$ cat src/hdl/bld_pkg.sv
/*
 * Constants for the bridge legacy decode and system-error forwarding block:
 * register map, field positions, reset values, legacy address ranges.
 * Assumes a 32-bit APB register bus with aligned word registers.
 */
package bld_pkg;

    // Register byte offsets
    localparam logic [7:0] OFS_BRIDGE_CTRL = 8'h00;
    localparam logic [7:0] OFS_COMMAND     = 8'h04;
    localparam logic [7:0] OFS_IO_BASE     = 8'h08;
    localparam logic [7:0] OFS_IO_LIMIT    = 8'h0C;
    localparam logic [7:0] OFS_MEM_BASE    = 8'h10;
    localparam logic [7:0] OFS_MEM_LIMIT   = 8'h14;
    localparam logic [7:0] OFS_INT_STATUS  = 8'h18;
    localparam logic [7:0] OFS_INT_MASK    = 8'h1C;
    localparam logic [7:0] OFS_FWD_STATUS  = 8'h20;

    // Bridge control field positions
    localparam int BC_SYS_ERR_FWD_EN   = 1;
    localparam int BC_LEGACY_IO_ALIAS  = 2;
    localparam int BC_LEGACY_DISP_EN   = 3;
    localparam int BC_LEGACY_FULL_DEC  = 4;
    localparam logic [15:0] BC_RW_MASK = 16'h001E;
    localparam logic [15:0] BC_RESET   = 16'h0000;

    // Command field positions
    localparam int CMD_IO_SPACE_EN     = 0;
    localparam int CMD_MEM_SPACE_EN    = 1;
    localparam int CMD_SYS_ERR_REP_EN  = 8;
    localparam logic [15:0] CMD_RW_MASK = 16'h0103;
    localparam logic [15:0] CMD_RESET   = 16'h0000;

    // Window reset values (empty windows: base above limit)
    localparam logic [31:0] WIN_BASE_RESET  = 32'hFFFFFFFF;
    localparam logic [31:0] WIN_LIMIT_RESET = 32'h00000000;

    // Interrupt events
    localparam int NUM_EVT       = 3;
    localparam int EVT_SYS_ERR   = 0;
    localparam int EVT_DN_BLOCK  = 1;
    localparam int EVT_UP_REFUSE = 2;
    localparam logic [NUM_EVT-1:0] INT_RESET = 3'h0;

    // Legacy display ranges
    localparam logic [31:0] LEG_MEM_LO  = 32'h000A0000;
    localparam logic [31:0] LEG_MEM_HI  = 32'h000BFFFF;
    localparam logic [9:0]  LEG_IO_A_LO = 10'h3B0;
    localparam logic [9:0]  LEG_IO_A_HI = 10'h3BB;
    localparam logic [9:0]  LEG_IO_B_LO = 10'h3C0;
    localparam logic [9:0]  LEG_IO_B_HI = 10'h3DF;

endpackage

$ cat src/hdl/bld_dec_if.sv
/*
 * Carrier between the top block and one address decoder instance.
 * Assumes the decoder is purely combinational.
 */
`timescale 1ns/1ps
interface bld_dec_if;
    logic [31:0] addr;        // Address under decode
    logic        is_io;       // 1 = I/O access, 0 = memory
    logic        disp_en;     // Legacy display forwarding on
    logic        full_dec;    // Compare alias bits too
    logic [31:0] io_base;     // I/O window base
    logic [31:0] io_limit;    // I/O window limit
    logic [31:0] mem_base;    // Memory window base
    logic [31:0] mem_limit;   // Memory window limit
    logic        legacy_hit;  // Legacy display address matched
    logic        in_win;      // Inside programmed window
    logic        alias_top;   // I/O, low 64 KB, top 768 bytes of 1 KB

    modport user (output addr, is_io, disp_en, full_dec, io_base, io_limit,
                  mem_base, mem_limit, input legacy_hit, in_win, alias_top);
    modport dec  (input addr, is_io, disp_en, full_dec, io_base, io_limit,
                  mem_base, mem_limit, output legacy_hit, in_win, alias_top);
endinterface

$ cat src/hdl/bld_addr_decode.sv
/*
 * Combinational address decoder: legacy display ranges, window hit and
 * alias position. Assumes the caller registers the results.
 */
`timescale 1ns/1ps
module bld_addr_decode
    import bld_pkg::*;
(
    bld_dec_if.dec d
);
    wire        low64k;    // Upper address bits all zero
    wire [9:0]  lo10;      // Low ten address bits
    wire        io_rng;    // Low bits in a legacy display range
    wire        alias_ok;  // Alias bits accepted
    wire        io_leg;    // Legacy display I/O hit
    wire        mem_leg;   // Legacy display memory hit
    wire        io_win;    // Inside I/O window
    wire        mem_win;   // Inside memory window

    assign low64k  = (d.addr[31:16] == 16'h0000);
    assign lo10    = d.addr[9:0];
    assign io_rng  = ((lo10 >= LEG_IO_A_LO) && (lo10 <= LEG_IO_A_HI)) ||
                     ((lo10 >= LEG_IO_B_LO) && (lo10 <= LEG_IO_B_HI));
    // Aliases ignored unless full decode asked for
    assign alias_ok = !d.full_dec || (d.addr[15:10] == 6'h00);
    assign io_leg   = d.is_io && low64k && io_rng && alias_ok;
    assign mem_leg  = !d.is_io && (d.addr >= LEG_MEM_LO) &&
                      (d.addr <= LEG_MEM_HI);
    // Display hit ignores windows and alias control
    assign d.legacy_hit = d.disp_en && (io_leg || mem_leg);

    assign io_win  = (d.addr >= d.io_base) && (d.addr <= d.io_limit);
    assign mem_win = (d.addr >= d.mem_base) && (d.addr <= d.mem_limit);
    assign d.in_win = d.is_io ? io_win : mem_win;

    // Top 768 bytes of each 1 KB block: offset bits 9:8 nonzero
    assign d.alias_top = d.is_io && io_win && low64k &&
                         (d.addr[9:8] != 2'b00);
endmodule

$ cat src/hdl/bld_top.sv
/*
 * Legacy display forwarding, I/O alias filtering and system-error
 * forwarding for a bridge, with an APB register slave and interrupt.
 * Assumes decode requests arrive synchronous to pclk, one per cycle each.
 */
// The placing of the registers and register access over APB were left to the implementer.
//
// Summary of operation
// - Display memory A0000-BFFFF forwarded downstream when enabled
// - Display I/O 3B0-3BB, 3C0-3DF forwarded downstream
// - Display I/O needs high bits zero, aliases ignored
// - Display addresses refused upstream while enabled
// - Display forwarding ignores alias bit and windows
// - Display forwarding needs I/O or memory space enable
// - Alias control covers windowed I/O below 64 KB
// - Alias set blocks downstream top 768 bytes
// - Alias set forwards upstream top 768 bytes
// - Alias clear forwards whole I/O window downstream
// - Error forwarded needs secondary error, both enables
// - Error forwarding bit resets to zero
// - Control bits 4, 3, 2, 1 are read/write
// - Full decode bit also compares bits 15:10
//
`timescale 1ns/1ps
module bld_top
    import bld_pkg::*;
(
    input  wire logic        pclk,
    input  wire logic        presetn,
    // APB slave
    input  wire logic        psel,
    input  wire logic        penable,
    input  wire logic        pwrite,
    input  wire logic [7:0]  paddr,
    input  wire logic [31:0] pwdata,
    output logic      [31:0] prdata,
    output logic             pready,
    output logic             pslverr,
    // Downstream request from primary side
    input  wire logic        dn_req_valid,
    input  wire logic        dn_req_io,
    input  wire logic [31:0] dn_req_addr,
    output logic             dn_done,
    output logic             dn_fwd,
    // Upstream request from secondary side
    input  wire logic        up_req_valid,
    input  wire logic        up_req_io,
    input  wire logic [31:0] up_req_addr,
    output logic             up_done,
    output logic             up_fwd,
    // System error
    input  wire logic        sec_sys_err_n,
    output logic             pri_sys_err,
    // Interrupt
    output logic             irq
);

    ////////////////////////////////////////////////////////////////////////
    // Register storage
    ////////////////////////////////////////////////////////////////////////
    logic [15:0]        bridge_control;  // Bridge control
    logic [15:0]        command;         // Command enables
    logic [31:0]        io_base;         // I/O window base
    logic [31:0]        io_limit;        // I/O window limit
    logic [31:0]        mem_base;        // Memory window base
    logic [31:0]        mem_limit;       // Memory window limit
    logic [NUM_EVT-1:0] int_status;      // Sticky events
    logic [NUM_EVT-1:0] int_mask;        // Interrupt enables
    logic               sys_err_prev;    // Previous secondary error level

    ////////////////////////////////////////////////////////////////////////
    // Control bit decode
    ////////////////////////////////////////////////////////////////////////
    wire disp_en      = bridge_control[BC_LEGACY_DISP_EN];
    wire alias_en     = bridge_control[BC_LEGACY_IO_ALIAS];
    wire full_dec     = bridge_control[BC_LEGACY_FULL_DEC];
    wire serr_fwd_en  = bridge_control[BC_SYS_ERR_FWD_EN];
    wire cmd_io_en    = command[CMD_IO_SPACE_EN];
    wire cmd_mem_en   = command[CMD_MEM_SPACE_EN];
    wire cmd_sys_err_report_en = command[CMD_SYS_ERR_REP_EN];

    ////////////////////////////////////////////////////////////////////////
    // Address decoders, one per direction
    ////////////////////////////////////////////////////////////////////////
    bld_dec_if dn_if ();
    bld_dec_if up_if ();

    // Downstream decoder inputs
    assign dn_if.addr      = dn_req_addr;
    assign dn_if.is_io     = dn_req_io;
    assign dn_if.disp_en   = disp_en;
    assign dn_if.full_dec  = full_dec;
    assign dn_if.io_base   = io_base;
    assign dn_if.io_limit  = io_limit;
    assign dn_if.mem_base  = mem_base;
    assign dn_if.mem_limit = mem_limit;

    // Upstream decoder inputs
    assign up_if.addr      = up_req_addr;
    assign up_if.is_io     = up_req_io;
    assign up_if.disp_en   = disp_en;
    assign up_if.full_dec  = full_dec;
    assign up_if.io_base   = io_base;
    assign up_if.io_limit  = io_limit;
    assign up_if.mem_base  = mem_base;
    assign up_if.mem_limit = mem_limit;

    bld_addr_decode u_dn_dec (
        .d (dn_if.dec)
    );

    bld_addr_decode u_up_dec (
        .d (up_if.dec)
    );

    ////////////////////////////////////////////////////////////////////////
    // Forwarding decisions
    ////////////////////////////////////////////////////////////////////////
    wire dn_space_en;   // Space enable for the downstream access
    wire dn_alias_blk;  // Alias filter blocks downstream access
    wire dn_leg_fwd;    // Legacy display claim
    wire dn_win_fwd;    // Window claim
    wire next_dn_fwd;   // Downstream decision
    wire up_alias_fwd;  // Alias filter forces upstream
    wire up_leg_ref;    // Legacy display refusal upstream
    wire next_up_fwd;   // Upstream decision

    // Space enable from the command register
    assign dn_space_en  = dn_req_io ? cmd_io_en : cmd_mem_en;
    // Legacy display claim wins over windows and alias control
    assign dn_leg_fwd   = dn_if.legacy_hit && dn_space_en;
    // Alias filter only while alias control is set
    assign dn_alias_blk = alias_en && dn_if.alias_top;
    // Window claim; the only path when display forwarding is off
    assign dn_win_fwd   = dn_if.in_win && dn_space_en &&
                          !dn_alias_blk;
    assign next_dn_fwd  = dn_leg_fwd || dn_win_fwd;

    // Upstream: outside the window, or alias-top I/O when filtering
    assign up_alias_fwd = alias_en && up_if.alias_top;
    assign up_leg_ref   = up_if.legacy_hit;
    assign next_up_fwd  = !up_leg_ref &&
                          (!up_if.in_win || up_alias_fwd);

    // System error: new assertion while both enables set
    wire sys_err_now    = !sec_sys_err_n;
    wire next_sys_err   = sys_err_now && !sys_err_prev &&
                          serr_fwd_en && cmd_sys_err_report_en;

    ////////////////////////////////////////////////////////////////////////
    // Decision registers, sampled in the request cycle
    ////////////////////////////////////////////////////////////////////////
    always_ff @(posedge pclk or negedge presetn) begin
        if (!presetn) begin
            dn_done <= 1'b0;
            dn_fwd  <= 1'b0;
            up_done <= 1'b0;
            up_fwd  <= 1'b0;
        end else begin
            // Control bits in force this cycle decide the outcome
            dn_done <= dn_req_valid;
            dn_fwd  <= dn_req_valid && next_dn_fwd;
            up_done <= up_req_valid;
            up_fwd  <= up_req_valid && next_up_fwd;
        end
    end

    // System error edge detect and forward pulse
    always_ff @(posedge pclk or negedge presetn) begin
        if (!presetn) begin
            sys_err_prev <= 1'b0;
            pri_sys_err  <= 1'b0;
        end else begin
            sys_err_prev <= sys_err_now;
            pri_sys_err  <= next_sys_err;
        end
    end

    ////////////////////////////////////////////////////////////////////////
    // APB decode
    ////////////////////////////////////////////////////////////////////////
    wire acc_phase = psel && penable;             // Access phase
    wire wr_take   = acc_phase && pwrite && pready; // Write completes
    wire rd_load   = acc_phase && !pready;        // Load read data
    wire sel_bc    = (paddr == OFS_BRIDGE_CTRL);
    wire sel_cmd   = (paddr == OFS_COMMAND);
    wire sel_iob   = (paddr == OFS_IO_BASE);
    wire sel_iol   = (paddr == OFS_IO_LIMIT);
    wire sel_mb    = (paddr == OFS_MEM_BASE);
    wire sel_ml    = (paddr == OFS_MEM_LIMIT);
    wire sel_ist   = (paddr == OFS_INT_STATUS);
    wire sel_imk   = (paddr == OFS_INT_MASK);
    wire sel_fst   = (paddr == OFS_FWD_STATUS);
    wire mapped    = sel_bc || sel_cmd || sel_iob || sel_iol || sel_mb ||
                     sel_ml || sel_ist || sel_imk || sel_fst;

    // Read data mux
    logic [31:0] rd_mux;
    always_comb begin
        rd_mux = 32'h00000000;
        case (1'b1)
            sel_bc:  rd_mux = {16'h0000, bridge_control};
            sel_cmd: rd_mux = {16'h0000, command};
            sel_iob: rd_mux = io_base;
            sel_iol: rd_mux = io_limit;
            sel_mb:  rd_mux = mem_base;
            sel_ml:  rd_mux = mem_limit;
            sel_ist: rd_mux = {{(32-NUM_EVT){1'b0}}, int_status};
            sel_imk: rd_mux = {{(32-NUM_EVT){1'b0}}, int_mask};
            sel_fst: rd_mux = {28'h0000000, up_fwd, up_done, dn_fwd, dn_done};
            default: rd_mux = 32'h00000000;
        endcase
    end

    // One wait state, then completion with data or error
    always_ff @(posedge pclk or negedge presetn) begin
        if (!presetn) begin
            pready  <= 1'b0;
            pslverr <= 1'b0;
            prdata  <= 32'h00000000;
        end else begin
            pready  <= rd_load;
            pslverr <= rd_load && !mapped;
            if (rd_load && !pwrite) begin
                prdata <= rd_mux;
            end
        end
    end

    ////////////////////////////////////////////////////////////////////////
    // Control and window registers
    ////////////////////////////////////////////////////////////////////////
    always_ff @(posedge pclk or negedge presetn) begin
        if (!presetn) begin
            bridge_control <= BC_RESET;
            command        <= CMD_RESET;
        end else if (wr_take) begin
            if (sel_bc) begin
                bridge_control <= pwdata[15:0] & BC_RW_MASK;
            end
            if (sel_cmd) begin
                command <= pwdata[15:0] & CMD_RW_MASK;
            end
        end
    end

    // Window registers
    always_ff @(posedge pclk or negedge presetn) begin
        if (!presetn) begin
            io_base   <= WIN_BASE_RESET;
            io_limit  <= WIN_LIMIT_RESET;
            mem_base  <= WIN_BASE_RESET;
            mem_limit <= WIN_LIMIT_RESET;
        end else if (wr_take) begin
            if (sel_iob) begin
                io_base <= pwdata;
            end
            if (sel_iol) begin
                io_limit <= pwdata;
            end
            if (sel_mb) begin
                mem_base <= pwdata;
            end
            if (sel_ml) begin
                mem_limit <= pwdata;
            end
        end
    end

    ////////////////////////////////////////////////////////////////////////
    // Interrupt status and mask
    ////////////////////////////////////////////////////////////////////////
    wire [NUM_EVT-1:0] evt;        // Event pulses
    wire [NUM_EVT-1:0] clr;        // Write-one-to-clear
    wire [NUM_EVT-1:0] next_stat;  // Next status

    assign evt[EVT_SYS_ERR]   = next_sys_err;
    assign evt[EVT_DN_BLOCK]  = dn_req_valid && !dn_leg_fwd &&
                                dn_if.in_win && dn_alias_blk;
    assign evt[EVT_UP_REFUSE] = up_req_valid && up_leg_ref;
    assign clr = (wr_take && sel_ist) ? pwdata[NUM_EVT-1:0] : {NUM_EVT{1'b0}};

    // Set wins over a clear in the same cycle
    genvar gi;
    generate
        for (gi = 0; gi < NUM_EVT; gi = gi + 1) begin : g_stat
            assign next_stat[gi] = evt[gi] || (int_status[gi] && !clr[gi]);
        end
    endgenerate

    // Status, mask and interrupt line
    always_ff @(posedge pclk or negedge presetn) begin
        if (!presetn) begin
            int_status <= INT_RESET;
            int_mask   <= INT_RESET;
            irq        <= 1'b0;
        end else begin
            int_status <= next_stat;
            if (wr_take && sel_imk) begin
                int_mask <= pwdata[NUM_EVT-1:0];
            end
            irq <= |(next_stat & int_mask);
        end
    end

endmodule

$ cat config.mk
export PLATFORM = sky130hd
export DESIGN_NAME = bld_top
export DESIGN_NICKNAME = d
export VERILOG_FILES = /design/src/hdl/bld_pkg.sv /design/src/hdl/bld_dec_if.sv /design/src/hdl/bld_addr_decode.sv /design/src/hdl/bld_top.sv
export SDC_FILE = /design/constraint.sdc
export NUM_CORES = 1
export LEC_CHECK = 0
export BUFFER_PORTS_ARGS = -buffer_cell sky130_fd_sc_hd__buf_2
export CORE_UTILIZATION = 55
export CTS_BUF_LIST = sky130_fd_sc_hd__clkbuf_2
export CTS_CLUSTER_DIAMETER = 50
export DETAILED_ROUTE_END_ITERATION = 6
export PLACE_DENSITY = 0.76
export SYNTH_ARGS = -nofsm -noshare
export SYNTH_HDL_FRONTEND = slang
export SYNTH_SLANG_ARGS = --single-unit
$ cat constraint.sdc
create_clock -name pclk -period 3.4 [get_ports pclk]
set_clock_uncertainty 0.1 [all_clocks]
set_input_delay 0.17 -clock pclk [delete_from_list [all_inputs] [get_ports pclk]]
set_output_delay 0.17 -clock pclk [all_outputs]
set_load 0.02 [all_outputs]
==> flow_summary.ini <==
[run_status]
outcome = complete, but fails checks
violations = design-rule violations

[logic_synthesis]
synth.most_common_cell = ha_1
synthFlopType = dfrtp_1
synth_edf_count = 0
synth_top_area_share_pct = 23.25
yosys.area.top_type = ha_1
ys_seq_area_share_pct = 33.64
ys_types = 63
synth.area.top_cells = ha_1, dfrtp_1, dfstp_2
synth_commonest_cells = ha_1, inv_1, dfrtp_1
synth_nets = 1738
synthArstFlopShare_pct = 100.0
avgSynthCellArea_um2 = 10.07
yosysWarnings = 0
synth_seq_cells = 182
synthCells = 1368
post_synth_instance_area_um2 = 13780

[clock_network]
clkLatencyLatePin_ns = 0.82
cts_root_buffer = clkbuf_2
cts_tree = built
cts_sinks = 182
cts_buffers = 17
cts_buffer_depth = 2
path_clk_slew_ns = 0.32
cts.htree.levels = 4

[floorplan]
row_count = 57
start_util_pct = 56.32
dieHeight_um = 160.3
io_pins = 154
core_um2 = 24460
die_area_um2 = 25690
die_width_um = 160.3

[hold_path]
hp-class = in -> reg

[setup_path]
required_ns = 4.07
setup.worst_path.start_class = flop
arrival_ns = 3.97
cp_max_fo = 3
criticalPathCategory = reg -> reg
end_kind = flop

[detailed_routing]
first_iter_violations = 955
ant_nets = 0
via_per_inst = 6.233
wl_per_cell_um = 22.22
drc_errors = 1
first_pass_iters = 7
routed-via-count = 12135
drt-total-wl_um = 43270

[layout]
final_util_pct = 65.73
areaGrowthSynthToFinish_pct = 16.70
drive_gt1_share_pct = 25.54
fin_nets = 1978

[power_and_ir_drop]
pwr_density_cell_nw_per_um2 = 281.1
ir_worst_vdd_v = 0.0002089
pwr-share-comb_pct = 22.1
p_clk_share_pct = 26.9
intPower_mw = 2.964
switching_power_mw = 1.556
seqPwrFrac_pct = 51.0
switching_share_pct = 34.42
leakage_nw = 7.124

[place]
place_hpwl_um = 33000
gp_congestion = 0.9680
place_ws_ns = 0.5310
io_buffers = 153

[sta]
post-route-period-util_pct = 96.99
fin_tns_setup_ns = 0
hold_viol = 0
setup_viol = 0
grt_setup_unrepaired = false
fin_crit_ns = 3.298
worstMarginPinSlew_ns = 0.8803
drv_slew = 0
relSlewSlack_pct = 41.18
max_freq_mhz = 303.3
finalWorstSetupSlack_ns = 0.1024

[grt]
grt_max_degree = 67
grt_antenna_before_repair = 1
grt_pass1_vias = 12212
track_usage_pct = 34.15
grt_pass1_wl_um = 67350
gr-total-overflow = 0

[job]
maxCapViolations = 0
==> final timing paths <==
kind	startpoint	to	slack, ns	cells past startpoint
setup / recovery	dn_if.mem_base[15]	up_fwd	0.10	10
hold / removal	pwdata[7]	dn_if.mem_limit[7]	0.04	3
setup reg to reg	dn_if.mem_base[15]	up_fwd	0.10	10
hold reg to reg	sys_err_prev	pri_sys_err	0.34	1
max in group asynchronous	presetn	dn_if.io_base[23]	2.25	4
min in group asynchronous	presetn	pready	0.47	4
==> routing by layer <==
layer	track usage [%]	up-vias	part of all wire, %
met3	5.558	95	6.1
li1	-	5616	-
met5	0	-	0
met2	57.27	472	47
met4	13.16	0	3.5
met1	44.09	5952	43
==> cell usage in the layout (no fill, tap or decap), types with 41 or more instances in the layout <==
master           n
buf_2          152
mux2_2         105
nand2_1         92
nand4_1         41
a21oi_1         81
dfrtp_1        118
nor2_1          74
inv_1          141
o21ai_0         49
dfstp_2         64
dlygate4sd3_1   79
ha_1           256
==> final cells by class <==
class,count,area [µm²]
Multi-Input combinational cell,1015,8504
Fill cell,1994,8384
Sequential cell,182,4634
Timing Repair Buffer,251,1750
Inverter,141,529.3
Tap cell,324,405.4
Clock inverter,15,163.9
Clock buffer,17,85.08
Antenna cell,2,5.005
==> logic make-up (layout without fill, tap and decap cells) <==
group / count (synthesis) / count (layout) / synth area share, %
simple gates: 307 / 307 / 10.91
mux: 134 / 134 / 11.71
flops: 182 / 182 / 33.64
compound gates: 318 / 318 / 15.61
other cells: 0 / 2 / 0
buf+inv: 171 / 424 / 4.886
fa+ha+maj: 256 / 256 / 23.25
==> worst max-delay path: stages, from the launching register on <==
cell	delay (ns)
dfstp_2	0.60
inv_1	0.05
ha_1	0.32
a211oi_2	0.23
o21ai_2	0.11
a211o_1	0.29
a311oi_2	0.32
a211oi_2	0.07
or4_1	0.41
a311oi_1	0.21
dlygate4sd3_1	0.58
==> flip-flops by register name, summed over array words and instances (netlist names), 3 cells and up <==
signal,cells
dn_if.io_limit,32
command,3
dn_if.mem_base,32
dn_if.mem_limit,32
int_status,3
dn_if.io_base,32
int_mask,3
bridge_control,4
prdata,32
==> what timing repair did <==
item,4_1_cts,5_1_grt
resized for setup,0,5
hold buffers,75,5
setup buffers,0,2
endpoints found under the setup margin,0,1
hold endpoints to repair,329,15
==> power groups by stage <==
| stage | registers, mW | logic (mW) | clock network, mW |
|---|---|---|---|
| after CTS | 2.30 | 0.980 | 1.24 |
| after global placement | 2.33 | 0.896 | 0 |
| after global routing | 2.32 | 1.11 | 1.32 |
| after detailed placement | 2.33 | 0.915 | 0 |
| after floorplan | 2.43 | 0.395 | 0 |
| final | 2.30 | 1.00 | 1.22 |
==> through the flow <==
| step | instance area (µm²) | hold WS, ns | instances | power, mW |
|---|---|---|---|---|
| after floorplan | 13780 | -0.2256 | 1368 | 2.821 |
| after global placement | 14970 | 0.1160 | 1831 | 3.227 |
| after detailed placement | 14970 | 0.1176 | 1831 | 3.250 |
| after CTS | 15990 | 0.004498 | 1938 | 4.527 |
| after global routing | 16080 | 0.0007224 | 1947 | 4.746 |
| final | 16080 | 0.04121 | 1947 | 4.520 |
No activity file was read; power rests on OpenSTA's default activity.
